<file path="config.mk">
export PLATFORM = sky130hd
export DESIGN_NAME = bsre_top
export DESIGN_NICKNAME = d
export VERILOG_FILES = /design/src/core/bsre_pkg.sv /design/src/core/bsre_top.sv /design/src/core/bsre_bitmem.sv /design/src/core/bsre_stack.sv
export SDC_FILE = /design/constraint.sdc
export NUM_CORES = 2
export LEC_CHECK = 0
export ABC_CLOCK_PERIOD_IN_PS = 13500
export CAP_MARGIN = 20
export CORE_UTILIZATION = 40
export DETAILED_ROUTE_END_ITERATION = 10
export DONT_BUFFER_PORTS = 1
export PLACE_DENSITY = 0.51
export RECOVER_POWER = 100
export SLEW_MARGIN = 25
export SYNTH_ARGS = -nofsm -noshare
export SYNTH_HDL_FRONTEND = slang
export SYNTH_SLANG_ARGS = --single-unit
</file>
<file path="constraint.sdc">
create_clock -name clk_in -period 13.5 [get_ports clk_in]
set_input_delay 1.35 -clock clk_in [delete_from_list [all_inputs] [get_ports clk_in]]
set_output_delay 1.35 -clock clk_in [all_outputs]
set_load 0.05 [all_outputs]
</file>
<file path="src/core/bsre_pkg.sv">
package bsre_pkg;

  // ==========================================
  // sizes
  localparam int STACK_DEPTH = 8;
  localparam int DEPTH_W = 4;
  localparam int N_POINTS = 256;
  localparam int POINT_W = 8;
  localparam int N_RELAYS = 512;
  localparam int IDX_W = 9;
  localparam int WORD_W = 16;
  localparam int BIT_W = 4;
  localparam int WADDR_W = 12;

  // ==========================================
  // timing
  localparam int CLK_NS = 40;
  localparam int IMM_ACCESS_NS = 200;
  localparam int IMM_CYC = (IMM_ACCESS_NS + CLK_NS - 1) / CLK_NS;
  localparam int IMM_CNT_W = 4;

  // ==========================================
  // encodings
  typedef enum logic [3:0] {
    OP_PUSH_OPEN      = 4'h0,
    OP_PUSH_CLOSED    = 4'h1,
    OP_PUSH_WB_OPEN   = 4'h2,
    OP_PUSH_WB_CLOSED = 4'h3,
    OP_AND_OPEN       = 4'h4,
    OP_AND_CLOSED     = 4'h5,
    OP_OR_OPEN        = 4'h6,
    OP_OR_CLOSED      = 4'h7,
    OP_MERGE_SERIES   = 4'h8,
    OP_MERGE_PARALLEL = 4'h9,
    OP_COIL           = 4'ha,
    OP_CMP_PUSH       = 4'hb,
    OP_IMM_OPEN       = 4'hc,
    OP_IMM_CLOSED     = 4'hd,
    OP_IMM_COIL       = 4'he,
    OP_END            = 4'hf
  } bsre_op_e;

  typedef enum logic [1:0] {
    AREA_INPUT = 2'h0,
    AREA_OUTPUT = 2'h1,
    AREA_RELAY = 2'h2,
    AREA_FLAG = 2'h3
  } bsre_area_e;

  typedef enum logic [1:0] {
    PH_IDLE = 2'h0,
    PH_INPUT = 2'h1,
    PH_EXEC = 2'h2,
    PH_OUTPUT = 2'h3
  } bsre_phase_e;

  typedef enum logic [1:0] {
    REL_EQ = 2'h0,
    REL_NE = 2'h1,
    REL_GE = 2'h2,
    REL_LT = 2'h3
  } bsre_rel_e;

  typedef enum logic [1:0] {
    ST_IDLE = 2'h0,
    ST_FETCH = 2'h1,
    ST_EXEC = 2'h2,
    ST_IMM = 2'h3
  } bsre_state_e;

endpackage

</file>
<file path="src/core/bsre_top.sv">
`timescale 1ns/1ps
module bsre_top #(
  parameter int NPT = bsre_pkg::N_POINTS,
  parameter int IMM_CYCLES = bsre_pkg::IMM_CYC
) (
  input wire logic clk_in,
  input wire logic nrst_in,
  input wire logic [1:0] phase_in,
  input wire logic irq_in,
  input wire logic instr_valid_in,
  input wire logic [3:0] op_in,
  input wire logic [1:0] area_in,
  input wire logic [bsre_pkg::IDX_W-1:0] idx_in,
  input wire logic [bsre_pkg::BIT_W-1:0] bit_in,
  input wire logic [bsre_pkg::WADDR_W-1:0] waddr_in,
  input wire logic [1:0] rel_in,
  input wire logic [bsre_pkg::WORD_W-1:0] cmp_a_in,
  input wire logic [bsre_pkg::WORD_W-1:0] cmp_b_in,
  input wire logic [bsre_pkg::WORD_W-1:0] word_data_in,
  input wire logic [NPT-1:0] system_flag_relay_in,
  input wire logic [NPT-1:0] in_pins_in,
  output logic ready_out,
  output logic done_out,
  output logic result_out,
  output logic [bsre_pkg::DEPTH_W-1:0] depth_out,
  output logic err_out,
  output logic ended_out,
  output logic [bsre_pkg::WADDR_W-1:0] word_addr_out,
  output logic [NPT-1:0] out_pins_out
);

  // ==========================================
  // declarations
  localparam logic [bsre_pkg::IMM_CNT_W-1:0] IMM_LAST =
    bsre_pkg::IMM_CNT_W'(IMM_CYCLES - 1);
  localparam logic [bsre_pkg::IMM_CNT_W-1:0] CNT_ONE =
    bsre_pkg::IMM_CNT_W'(1);

  bsre_pkg::bsre_state_e state;
  bsre_pkg::bsre_state_e next_state;
  bsre_pkg::bsre_op_e op_q;
  bsre_pkg::bsre_area_e area_q;
  bsre_pkg::bsre_rel_e rel_q;
  logic [bsre_pkg::IDX_W-1:0] idx_q;
  logic [bsre_pkg::POINT_W-1:0] pt;
  logic [bsre_pkg::BIT_W-1:0] bit_q;
  logic [bsre_pkg::WORD_W-1:0] cmp_a_q;
  logic [bsre_pkg::WORD_W-1:0] cmp_b_q;
  logic [bsre_pkg::IMM_CNT_W-1:0] imm_cnt;
  logic [NPT-1:0] pin_meta;
  logic [NPT-1:0] pin_sync;
  logic [NPT-1:0] in_img;
  logic [NPT-1:0] out_img;
  logic accept;
  logic is_imm;
  logic do_exec;
  logic act;
  logic coil_wr;
  logic relay_rd;
  logic src;
  logic wbit;
  logic cmp_res;
  logic imm_bit;
  logic stk_push;
  logic stk_val;
  logic stk_and;
  logic stk_or;
  logic stk_mand;
  logic stk_mor;
  logic stk_clr;
  logic stk_err;

  assign pt = idx_q[bsre_pkg::POINT_W-1:0];
  assign accept = instr_valid_in && ready_out &&
                  phase_in == bsre_pkg::PH_EXEC;
  assign is_imm = op_in == bsre_pkg::OP_IMM_OPEN ||
                  op_in == bsre_pkg::OP_IMM_CLOSED ||
                  op_in == bsre_pkg::OP_IMM_COIL;
  assign do_exec = state == bsre_pkg::ST_EXEC ||
                   (state == bsre_pkg::ST_IMM && imm_cnt == '0);
  assign act = do_exec && !(ended_out && !irq_in);
  assign coil_wr = act && (op_q == bsre_pkg::OP_COIL ||
                           op_q == bsre_pkg::OP_IMM_COIL);

  // ==========================================
  // pin synchroniser
  always_ff @(posedge clk_in) begin
    if (!nrst_in) begin
      pin_meta <= '0;
      pin_sync <= '0;
    end else begin
      pin_meta <= in_pins_in;
      pin_sync <= pin_meta;
    end
  end

  // ==========================================
  // sequencing
  always_comb begin
    next_state = state;
    case (state)
      bsre_pkg::ST_IDLE: begin
        if (accept) begin
          next_state = is_imm ? bsre_pkg::ST_IMM : bsre_pkg::ST_FETCH;
        end
      end
      bsre_pkg::ST_FETCH: begin
        next_state = bsre_pkg::ST_EXEC;
      end
      bsre_pkg::ST_EXEC: begin
        next_state = bsre_pkg::ST_IDLE;
      end
      bsre_pkg::ST_IMM: begin
        if (imm_cnt == '0) begin
          next_state = bsre_pkg::ST_IDLE;
        end
      end
      default: begin
        next_state = bsre_pkg::ST_IDLE;
      end
    endcase
  end

  always_ff @(posedge clk_in) begin
    if (!nrst_in) begin
      state <= bsre_pkg::ST_IDLE;
      ready_out <= 1'b0;
      done_out <= 1'b0;
      imm_cnt <= '0;
    end else begin
      state <= next_state;
      ready_out <= next_state == bsre_pkg::ST_IDLE &&
                   phase_in == bsre_pkg::PH_EXEC;
      done_out <= do_exec;
      if (accept) begin
        imm_cnt <= IMM_LAST;
      end else if (state == bsre_pkg::ST_IMM && imm_cnt != '0) begin
        imm_cnt <= imm_cnt - CNT_ONE;
      end
    end
  end

  // ==========================================
  // instruction latch
  always_ff @(posedge clk_in) begin
    if (!nrst_in) begin
      op_q <= bsre_pkg::OP_PUSH_OPEN;
      area_q <= bsre_pkg::AREA_INPUT;
      rel_q <= bsre_pkg::REL_EQ;
      idx_q <= '0;
      bit_q <= '0;
      cmp_a_q <= '0;
      cmp_b_q <= '0;
      word_addr_out <= '0;
    end else if (accept) begin
      op_q <= bsre_pkg::bsre_op_e'(op_in);
      area_q <= bsre_pkg::bsre_area_e'(area_in);
      rel_q <= bsre_pkg::bsre_rel_e'(rel_in);
      idx_q <= idx_in;
      bit_q <= bit_in;
      cmp_a_q <= cmp_a_in;
      cmp_b_q <= cmp_b_in;
      word_addr_out <= waddr_in;
    end
  end

  // ==========================================
  // contact values and stack control
  always_comb begin
    case (area_q)
      bsre_pkg::AREA_INPUT: src = in_img[pt];
      bsre_pkg::AREA_OUTPUT: src = out_img[pt];
      bsre_pkg::AREA_RELAY: src = relay_rd;
      default: src = system_flag_relay_in[pt];
    endcase
    wbit = word_data_in[bit_q];
    case (rel_q)
      bsre_pkg::REL_EQ: cmp_res = cmp_a_q == cmp_b_q;
      bsre_pkg::REL_NE: cmp_res = cmp_a_q != cmp_b_q;
      bsre_pkg::REL_GE: cmp_res = cmp_a_q >= cmp_b_q;
      default: cmp_res = cmp_a_q < cmp_b_q;
    endcase
    imm_bit = pin_sync[pt];
    stk_push = 1'b0;
    stk_val = 1'b0;
    stk_and = 1'b0;
    stk_or = 1'b0;
    stk_mand = 1'b0;
    stk_mor = 1'b0;
    stk_clr = 1'b0;
    if (act) begin
      case (op_q)
        bsre_pkg::OP_PUSH_OPEN: begin
          stk_push = 1'b1;
          stk_val = src;
        end
        bsre_pkg::OP_PUSH_CLOSED: begin
          stk_push = 1'b1;
          stk_val = !src;
        end
        bsre_pkg::OP_PUSH_WB_OPEN: begin
          stk_push = 1'b1;
          stk_val = wbit;
        end
        bsre_pkg::OP_PUSH_WB_CLOSED: begin
          stk_push = 1'b1;
          stk_val = !wbit;
        end
        bsre_pkg::OP_AND_OPEN: begin
          stk_and = 1'b1;
          stk_val = src;
        end
        bsre_pkg::OP_AND_CLOSED: begin
          stk_and = 1'b1;
          stk_val = !src;
        end
        bsre_pkg::OP_OR_OPEN: begin
          stk_or = 1'b1;
          stk_val = src;
        end
        bsre_pkg::OP_OR_CLOSED: begin
          stk_or = 1'b1;
          stk_val = !src;
        end
        bsre_pkg::OP_MERGE_SERIES: stk_mand = 1'b1;
        bsre_pkg::OP_MERGE_PARALLEL: stk_mor = 1'b1;
        bsre_pkg::OP_CMP_PUSH: begin
          stk_push = 1'b1;
          stk_val = cmp_res;
        end
        bsre_pkg::OP_IMM_OPEN: begin
          stk_push = 1'b1;
          stk_val = imm_bit;
        end
        bsre_pkg::OP_IMM_CLOSED: begin
          stk_push = 1'b1;
          stk_val = !imm_bit;
        end
        bsre_pkg::OP_END: stk_clr = 1'b1;
        default: stk_clr = 1'b0;
      endcase
    end
  end

  bsre_stack u_stack (
    .clk_in(clk_in),
    .nrst_in(nrst_in),
    .clr_in(stk_clr),
    .push_in(stk_push),
    .val_in(stk_val),
    .and_in(stk_and),
    .or_in(stk_or),
    .mrg_and_in(stk_mand),
    .mrg_or_in(stk_mor),
    .top_out(result_out),
    .depth_out(depth_out),
    .err_out(stk_err)
  );

  bsre_bitmem u_relays (
    .clk_in(clk_in),
    .wr_en_in(coil_wr && area_q == bsre_pkg::AREA_RELAY),
    .wr_addr_in(idx_q),
    .wr_data_in(result_out),
    .rd_addr_in(idx_q),
    .rd_data_out(relay_rd)
  );

  // ==========================================
  // image registers and pins
  always_ff @(posedge clk_in) begin
    if (!nrst_in) begin
      in_img <= '0;
    end else if (phase_in == bsre_pkg::PH_INPUT) begin
      in_img <= pin_sync;
    end else if (coil_wr && area_q == bsre_pkg::AREA_INPUT) begin
      in_img[pt] <= result_out;
    end
  end

  always_ff @(posedge clk_in) begin
    if (!nrst_in) begin
      out_img <= '0;
    end else if (coil_wr && area_q == bsre_pkg::AREA_OUTPUT) begin
      out_img[pt] <= result_out;
    end
  end

  always_ff @(posedge clk_in) begin
    if (!nrst_in) begin
      out_pins_out <= '0;
    end else if (phase_in == bsre_pkg::PH_OUTPUT) begin
      out_pins_out <= out_img;
    end else if (act && op_q == bsre_pkg::OP_IMM_COIL) begin
      out_pins_out[pt] <= result_out;
    end
  end

  // ==========================================
  // scan end and error flags
  always_ff @(posedge clk_in) begin
    if (!nrst_in) begin
      ended_out <= 1'b0;
      err_out <= 1'b0;
    end else begin
      if (phase_in == bsre_pkg::PH_INPUT) begin
        ended_out <= 1'b0;
        err_out <= 1'b0;
      end
      if (do_exec && op_q == bsre_pkg::OP_END) begin
        ended_out <= 1'b1;
      end
      if (stk_err) begin
        err_out <= 1'b1;
      end
    end
  end

  // ==========================================
  // checks
  busy_stall_a: assert property (@(posedge clk_in) disable iff (!nrst_in)
    state != bsre_pkg::ST_IDLE |-> !ready_out)
    else $error("ready while busy");
  imm_length_a: assert property (@(posedge clk_in) disable iff (!nrst_in)
    $rose(state == bsre_pkg::ST_IMM) |-> (state == bsre_pkg::ST_IMM)[*5]
    ##1 state == bsre_pkg::ST_IDLE)
    else $error("immediate stall has wrong length");
  imm_keep_a: assert property (@(posedge clk_in) disable iff (!nrst_in)
    state == bsre_pkg::ST_IMM && phase_in == bsre_pkg::PH_EXEC
    |=> $stable(in_img))
    else $error("immediate read changed the image");
  in_phase_a: assert property (@(posedge clk_in) disable iff (!nrst_in)
    phase_in == bsre_pkg::PH_INPUT |=> in_img == $past(pin_sync))
    else $error("input image not captured");
  out_phase_a: assert property (@(posedge clk_in) disable iff (!nrst_in)
    phase_in != bsre_pkg::PH_OUTPUT && state != bsre_pkg::ST_IMM
    |=> $stable(out_pins_out))
    else $error("pins moved outside output phase");
  imm_coil_a: assert property (@(posedge clk_in) disable iff (!nrst_in)
    act && op_q == bsre_pkg::OP_IMM_COIL &&
    phase_in != bsre_pkg::PH_OUTPUT && area_q == bsre_pkg::AREA_OUTPUT
    |=> out_pins_out[pt] == $past(result_out)
        && out_img[pt] == $past(result_out))
    else $error("immediate coil missed pin or image");
  coil_keep_a: assert property (@(posedge clk_in) disable iff (!nrst_in)
    act && op_q == bsre_pkg::OP_COIL |=> $stable(depth_out))
    else $error("coil popped the stack");
  end_skip_a: assert property (@(posedge clk_in) disable iff (!nrst_in)
    ended_out && !irq_in |-> !stk_push && !coil_wr)
    else $error("instruction ran after end");

  imm_read_c: cover property (@(posedge clk_in) disable iff (!nrst_in)
    act && op_q == bsre_pkg::OP_IMM_OPEN);
  overflow_c: cover property (@(posedge clk_in) disable iff (!nrst_in)
    stk_err);
  midline_c: cover property (@(posedge clk_in) disable iff (!nrst_in)
    act && op_q == bsre_pkg::OP_COIL ##[1:20] act && stk_and);

endmodule

</file>
<file path="src/core/bsre_bitmem.sv">
`timescale 1ns/1ps
module bsre_bitmem #(
  parameter int DEPTH = bsre_pkg::N_RELAYS,
  parameter int AW = bsre_pkg::IDX_W
) (
  input wire logic clk_in,
  input wire logic wr_en_in,
  input wire logic [AW-1:0] wr_addr_in,
  input wire logic wr_data_in,
  input wire logic [AW-1:0] rd_addr_in,
  output logic rd_data_out
);

  // ==========================================
  // relay bit storage, registered read
  logic mem [DEPTH];

  always_ff @(posedge clk_in) begin
    if (wr_en_in) begin
      mem[wr_addr_in] <= wr_data_in;
    end
    rd_data_out <= mem[rd_addr_in];
  end

endmodule

</file>
<file path="src/core/bsre_stack.sv">
`timescale 1ns/1ps
module bsre_stack #(
  parameter int DEPTH = bsre_pkg::STACK_DEPTH,
  parameter int DW = bsre_pkg::DEPTH_W
) (
  input wire logic clk_in,
  input wire logic nrst_in,
  input wire logic clr_in,
  input wire logic push_in,
  input wire logic val_in,
  input wire logic and_in,
  input wire logic or_in,
  input wire logic mrg_and_in,
  input wire logic mrg_or_in,
  output logic top_out,
  output logic [DW-1:0] depth_out,
  output logic err_out
);

  localparam logic [DW-1:0] FULL = DW'(DEPTH);
  localparam logic [DW-1:0] TWO = DW'(2);
  localparam logic [DW-1:0] ONE = DW'(1);

  logic [DEPTH-1:0] lvl;
  logic [DEPTH:0] ext;
  logic mrg_ok;
  logic mrg;

  assign ext = {1'b0, lvl};
  assign mrg_ok = depth_out >= TWO;
  assign mrg = (mrg_and_in || mrg_or_in) && mrg_ok;
  assign top_out = lvl[0];

  // ==========================================
  // stack levels
  generate
    for (genvar i = 0; i < DEPTH; i++) begin : g_lvl
      if (i == 0) begin : g_top
        always_ff @(posedge clk_in) begin
          if (!nrst_in || clr_in) begin
            lvl[0] <= 1'b0;
          end else if (push_in) begin
            lvl[0] <= val_in;
          end else if (and_in) begin
            lvl[0] <= lvl[0] & val_in;
          end else if (or_in) begin
            lvl[0] <= lvl[0] | val_in;
          end else if (mrg && mrg_and_in) begin
            lvl[0] <= lvl[0] & ext[1];
          end else if (mrg) begin
            lvl[0] <= lvl[0] | ext[1];
          end
        end
      end else begin : g_low
        always_ff @(posedge clk_in) begin
          if (!nrst_in || clr_in) begin
            lvl[i] <= 1'b0;
          end else if (push_in) begin
            lvl[i] <= lvl[i-1];
          end else if (mrg) begin
            lvl[i] <= ext[i+1];
          end
        end
      end
    end
  endgenerate

  // ==========================================
  // depth count and error
  always_ff @(posedge clk_in) begin
    if (!nrst_in || clr_in) begin
      depth_out <= '0;
      err_out <= 1'b0;
    end else begin
      err_out <= (push_in && depth_out == FULL) ||
                 ((mrg_and_in || mrg_or_in) && !mrg_ok);
      if (push_in && depth_out != FULL) begin
        depth_out <= depth_out + ONE;
      end else if (mrg) begin
        depth_out <= depth_out - ONE;
      end
    end
  end

  // ==========================================
  // checks
  push_top_a: assert property (@(posedge clk_in) disable iff (!nrst_in)
    push_in && !clr_in |=> top_out == $past(val_in))
    else $error("push did not land on top");
  shift_a: assert property (@(posedge clk_in) disable iff (!nrst_in)
    push_in && !clr_in |=> lvl[1] == $past(lvl[0]))
    else $error("push did not shift levels down");
  merge_and_a: assert property (@(posedge clk_in) disable iff (!nrst_in)
    mrg && mrg_and_in && !clr_in && !push_in && !and_in && !or_in
    |=> top_out == ($past(lvl[0]) & $past(lvl[1]))
        && depth_out == $past(depth_out) - ONE)
    else $error("series merge wrong");
  depth_max_a: assert property (@(posedge clk_in) disable iff (!nrst_in)
    depth_out <= FULL)
    else $error("stack deeper than its levels");
  overflow_a: assert property (@(posedge clk_in) disable iff (!nrst_in)
    push_in && !clr_in && depth_out == FULL |=> err_out)
    else $error("overflow not flagged");

endmodule

</file>
==> flow_metrics.py <==
metrics = {
    "status": {
        "status": "finished with violations",
        "violations": "capacitance limit, slew limit",
    },
    "sta": {
        "rsz0062_at_grt": "false",
        "worst_pin_slew_ns": 4.267,
        "hold_viol": 0,
        "drv_slew": 1288,
        "final.setup.tns_ns": 0,
        "post-route-period-util": 0.6924,
        "fin_crit_ns": 9.348,
        "setup_violations": 0,
        "skew_ns": 0.05535,
        "max_slew_margin": -1.845,
        "fmax_mhz": 107.0,
        "worst_slack_ns": 4.152,
        "whs_ns": 0.4169,
    },
    "power_and_ir_drop": {
        "p_switching_mw": 3.058,
        "power_frac_clock": 0.467,
        "vdd_drop_max_mv": 0.1520,
        "power.internal_mw": 9.428,
        "switching_share": 0.2449,
        "p_per_area_mw_per_mm2": 134.5,
        "p_leak_nw": 30.66,
        "seq_power_share": 0.498,
        "p_comb_frac": 0.035,
    },
    "die": {
        "core-area_mm2": 0.2096,
        "initial_core_util": 0.4029,
        "rows": 168,
        "dieHeight_um": 461.4,
        "die_area_mm2": 0.2129,
        "die_w_um": 461.4,
        "num_io_pins": 876,
    },
    "clock_network": {
        "cts_tree": "yes",
        "cts_resized": 0,
        "cts_setup_buffers": 0,
        "cts_made_buffers": 204,
        "clockBufferDepth": 3,
        "clkSinkCount": 1881,
        "root_buffer": "clkbuf_16",
        "h-tree-depth": 4,
        "cts_hold_buf": 0,
        "clk_latency_ns": 0.89,
        "clkTransAtPathRegs_ns": 0.07,
    },
    "logic_synthesis": {
        "synthCells": 8611,
        "synthTopCellsByCount": "nand2_1 (1469), dfxtp_1 (1369), nor2_1 (1343), clkbuf_1 (646), nand3_1 (564)",
        "async_flop_share": 0,
        "syn_avg_cell_area_um2": 9.804,
        "synth.distinct_cells": 74,
        "synth_top_cell_by_area": "dfxtp_1",
        "synth_edf_count": 512,
        "synth_area_mm2": 0.08443,
        "seq_area_frac_synth": 0.5067,
        "syn_nets": 9231,
        "synthDominantCellAreaShare": 0.3246,
        "synth_most_common_cell": "nand2_1",
        "synthFlopType": "dfxtp_1",
        "synthTopCellsByArea": "dfxtp_1 (32%), edfxtp_1 (18%), mux4_2 (11%)",
        "ys_seq_elements": 1881,
        "yosys_warnings": 0,
    },
    "placed_design": {
        "place_ws_ns": 7.617,
        "numPlacedInstances": 10720,
        "port_buffers": 0,
        "hpwl_um": 213500,
        "gp_congestion": 0.8642,
    },
    "worst_setup_path": {
        "endpoint_kind": "flop",
        "critPathArrivalTime_ns": 10.11,
        "crit_required_ns": 14.27,
        "worstSetupPathType": "flop to flop",
        "critPathMaxFanout": 230,
        "startpoint_type": "flop",
    },
    "layout": {
        "drive_gt1_frac": 0.1073,
        "regArea_mm2": 0.04280,
        "n_fill_cell": 19960,
        "layout.nets": 8738,
        "area_delta_synth_final_pct": 9.995,
        "fin_cells": 11130,
        "multi_input_area_mm2": 0.03828,
        "utilization": 0.4431,
    },
    "detailed_routing": {
        "drt_iter0_markers": 7436,
        "vias": 66780,
        "antenna_left": 0,
        "wirelength_um": 329000,
        "vias_per_cell": 5.998,
        "wl_per_cell_um": 29.56,
        "drc": 0,
        "drtPass1Iterations": 6,
    },
    "worst_hold_path": {
        "hold_class": "flop to flop",
    },
    "grt": {
        "grt_max_degree": 517,
        "grt_pass1_vias": 62370,
        "grt_overflow": 0,
        "grt_pass1_wl_um": 463800,
        "grt_use_total": 0.3000,
        "antenna_found_initial": 36,
    },
    "run": {
        "cap_violations": 33,
    },
}
[metal layers]
metal | vias to the layer above | share of wire | GRT usage
met2 | 3139 | 0.44 | 0.4539
met4 | 6 | 0.048 | 0.1390
li1 | 29510 | - | -
met1 | 33550 | 0.41 | 0.3949
met3 | 570 | 0.10 | 0.08502
met5 | - | 0.00012 | 0
[layout make-up]
type | count | share of cell area
flip-flops and latches | 1881 | 0.4609
repair buffers | 144 | 0.01219
clock buffers | 294 | 0.06386
multi-input cells | 5858 | 0.4122
diodes | 37 | 0.0009970
clock inverters | 85 | 0.01081
inverters | 29 | 0.001253
well taps | 2805 | 0.03779
[power by group through the flow]
stage,Clock (mW),Combinational (mW),Sequential [mW]
after global routing,6.12,0.477,6.23
after CTS,5.90,0.441,6.22
after detailed placement,0,0.438,6.34
after global placement,0,0.432,6.34
after floorplan,0,0.329,6.25
final,5.83,0.442,6.22
[path summary, 6_finish.rpt]
check                               start                       end  slack, ns  depth (start not counted)
max          u_stack.top_out$_SDFFE_PP0P_  in_img[175]$_SDFFE_PN0P_       4.15                          6
min              pin_meta[101]$_SDFF_PN0_  pin_sync[101]$_SDFF_PN0_       0.42                          1
max reg2reg  u_stack.top_out$_SDFFE_PP0P_  in_img[175]$_SDFFE_PN0P_       4.15                          6
min reg2reg      pin_meta[101]$_SDFF_PN0_  pin_sync[101]$_SDFF_PN0_       0.42                          1
[critical path: stages (launching register included)]
cell,delay (ns)
dfxtp_1,0.97
clkbuf_1,2.87
clkbuf_1,2.69
buf_4,0.99
buf_12,0.56
nand3_1,0.18
a311oi_1,0.37
[metrics by stage]
stage | instance area, µm² | power [mW]
2_1_floorplan | 84430 | 6.577
3_3_place_gp | 86020 | 6.771
5_1_grt | 92840 | 12.83
6_report | 92860 | 12.49
4_1_cts | 93010 | 12.56
3_5_place_dp | 86070 | 6.776
[cell usage in the layout, fill, tap and decap left out, types with 10 or more instances in the layout]
master	n
a211oi_1	12
a21oi_1	105
a221oi_1	14
a22o_1	11
a22oi_1	57
a311oi_1	510
a31oi_1	10
and2_0	219
and2_1	295
and3_1	10
buf_4	96
bufinv_16	14
clkbuf_1	74
clkbuf_16	206
clkbuf_8	44
clkinv_2	39
dfxtp_1	1362
diode_2	37
edfxtp_1	512
ha_1	20
inv_1	28
mux2i_1	349
mux4_2	400
nand2_1	1467
nand2b_1	22
nand3_1	563
nand4_1	19
nor2_1	1341
nor3_1	262
o211ai_1	11
o21ai_0	18
[logic make-up after synthesis]
family,share of synthesized area
flip-flops,0.5067
AND/OR/NAND/NOR,0.2231
adder cells (fa/ha/maj),0.003201
AO/OA/AOI/OAI,0.07487
multiplexers,0.1498
buffers and inverters,0.04184
XOR/XNOR,0.0005187
[state kept, by name, summed over array words and instances, names as in the netlist, 2 cells and up]
register	cells
rel_q	2
out_img	256
word_addr_out	12
op_q	4
u_stack.ext	7
pin_sync	256
idx_q	9
pin_meta	256
out_pins_out	256
cmp_b_q	16
cmp_a_q	16
state	2
u_stack.depth_out	4
u_relays.mem	512
in_img	256
imm_cnt	4
area_q	2
bit_q	4
Note: power is estimated with default switching activity, not from simulation.
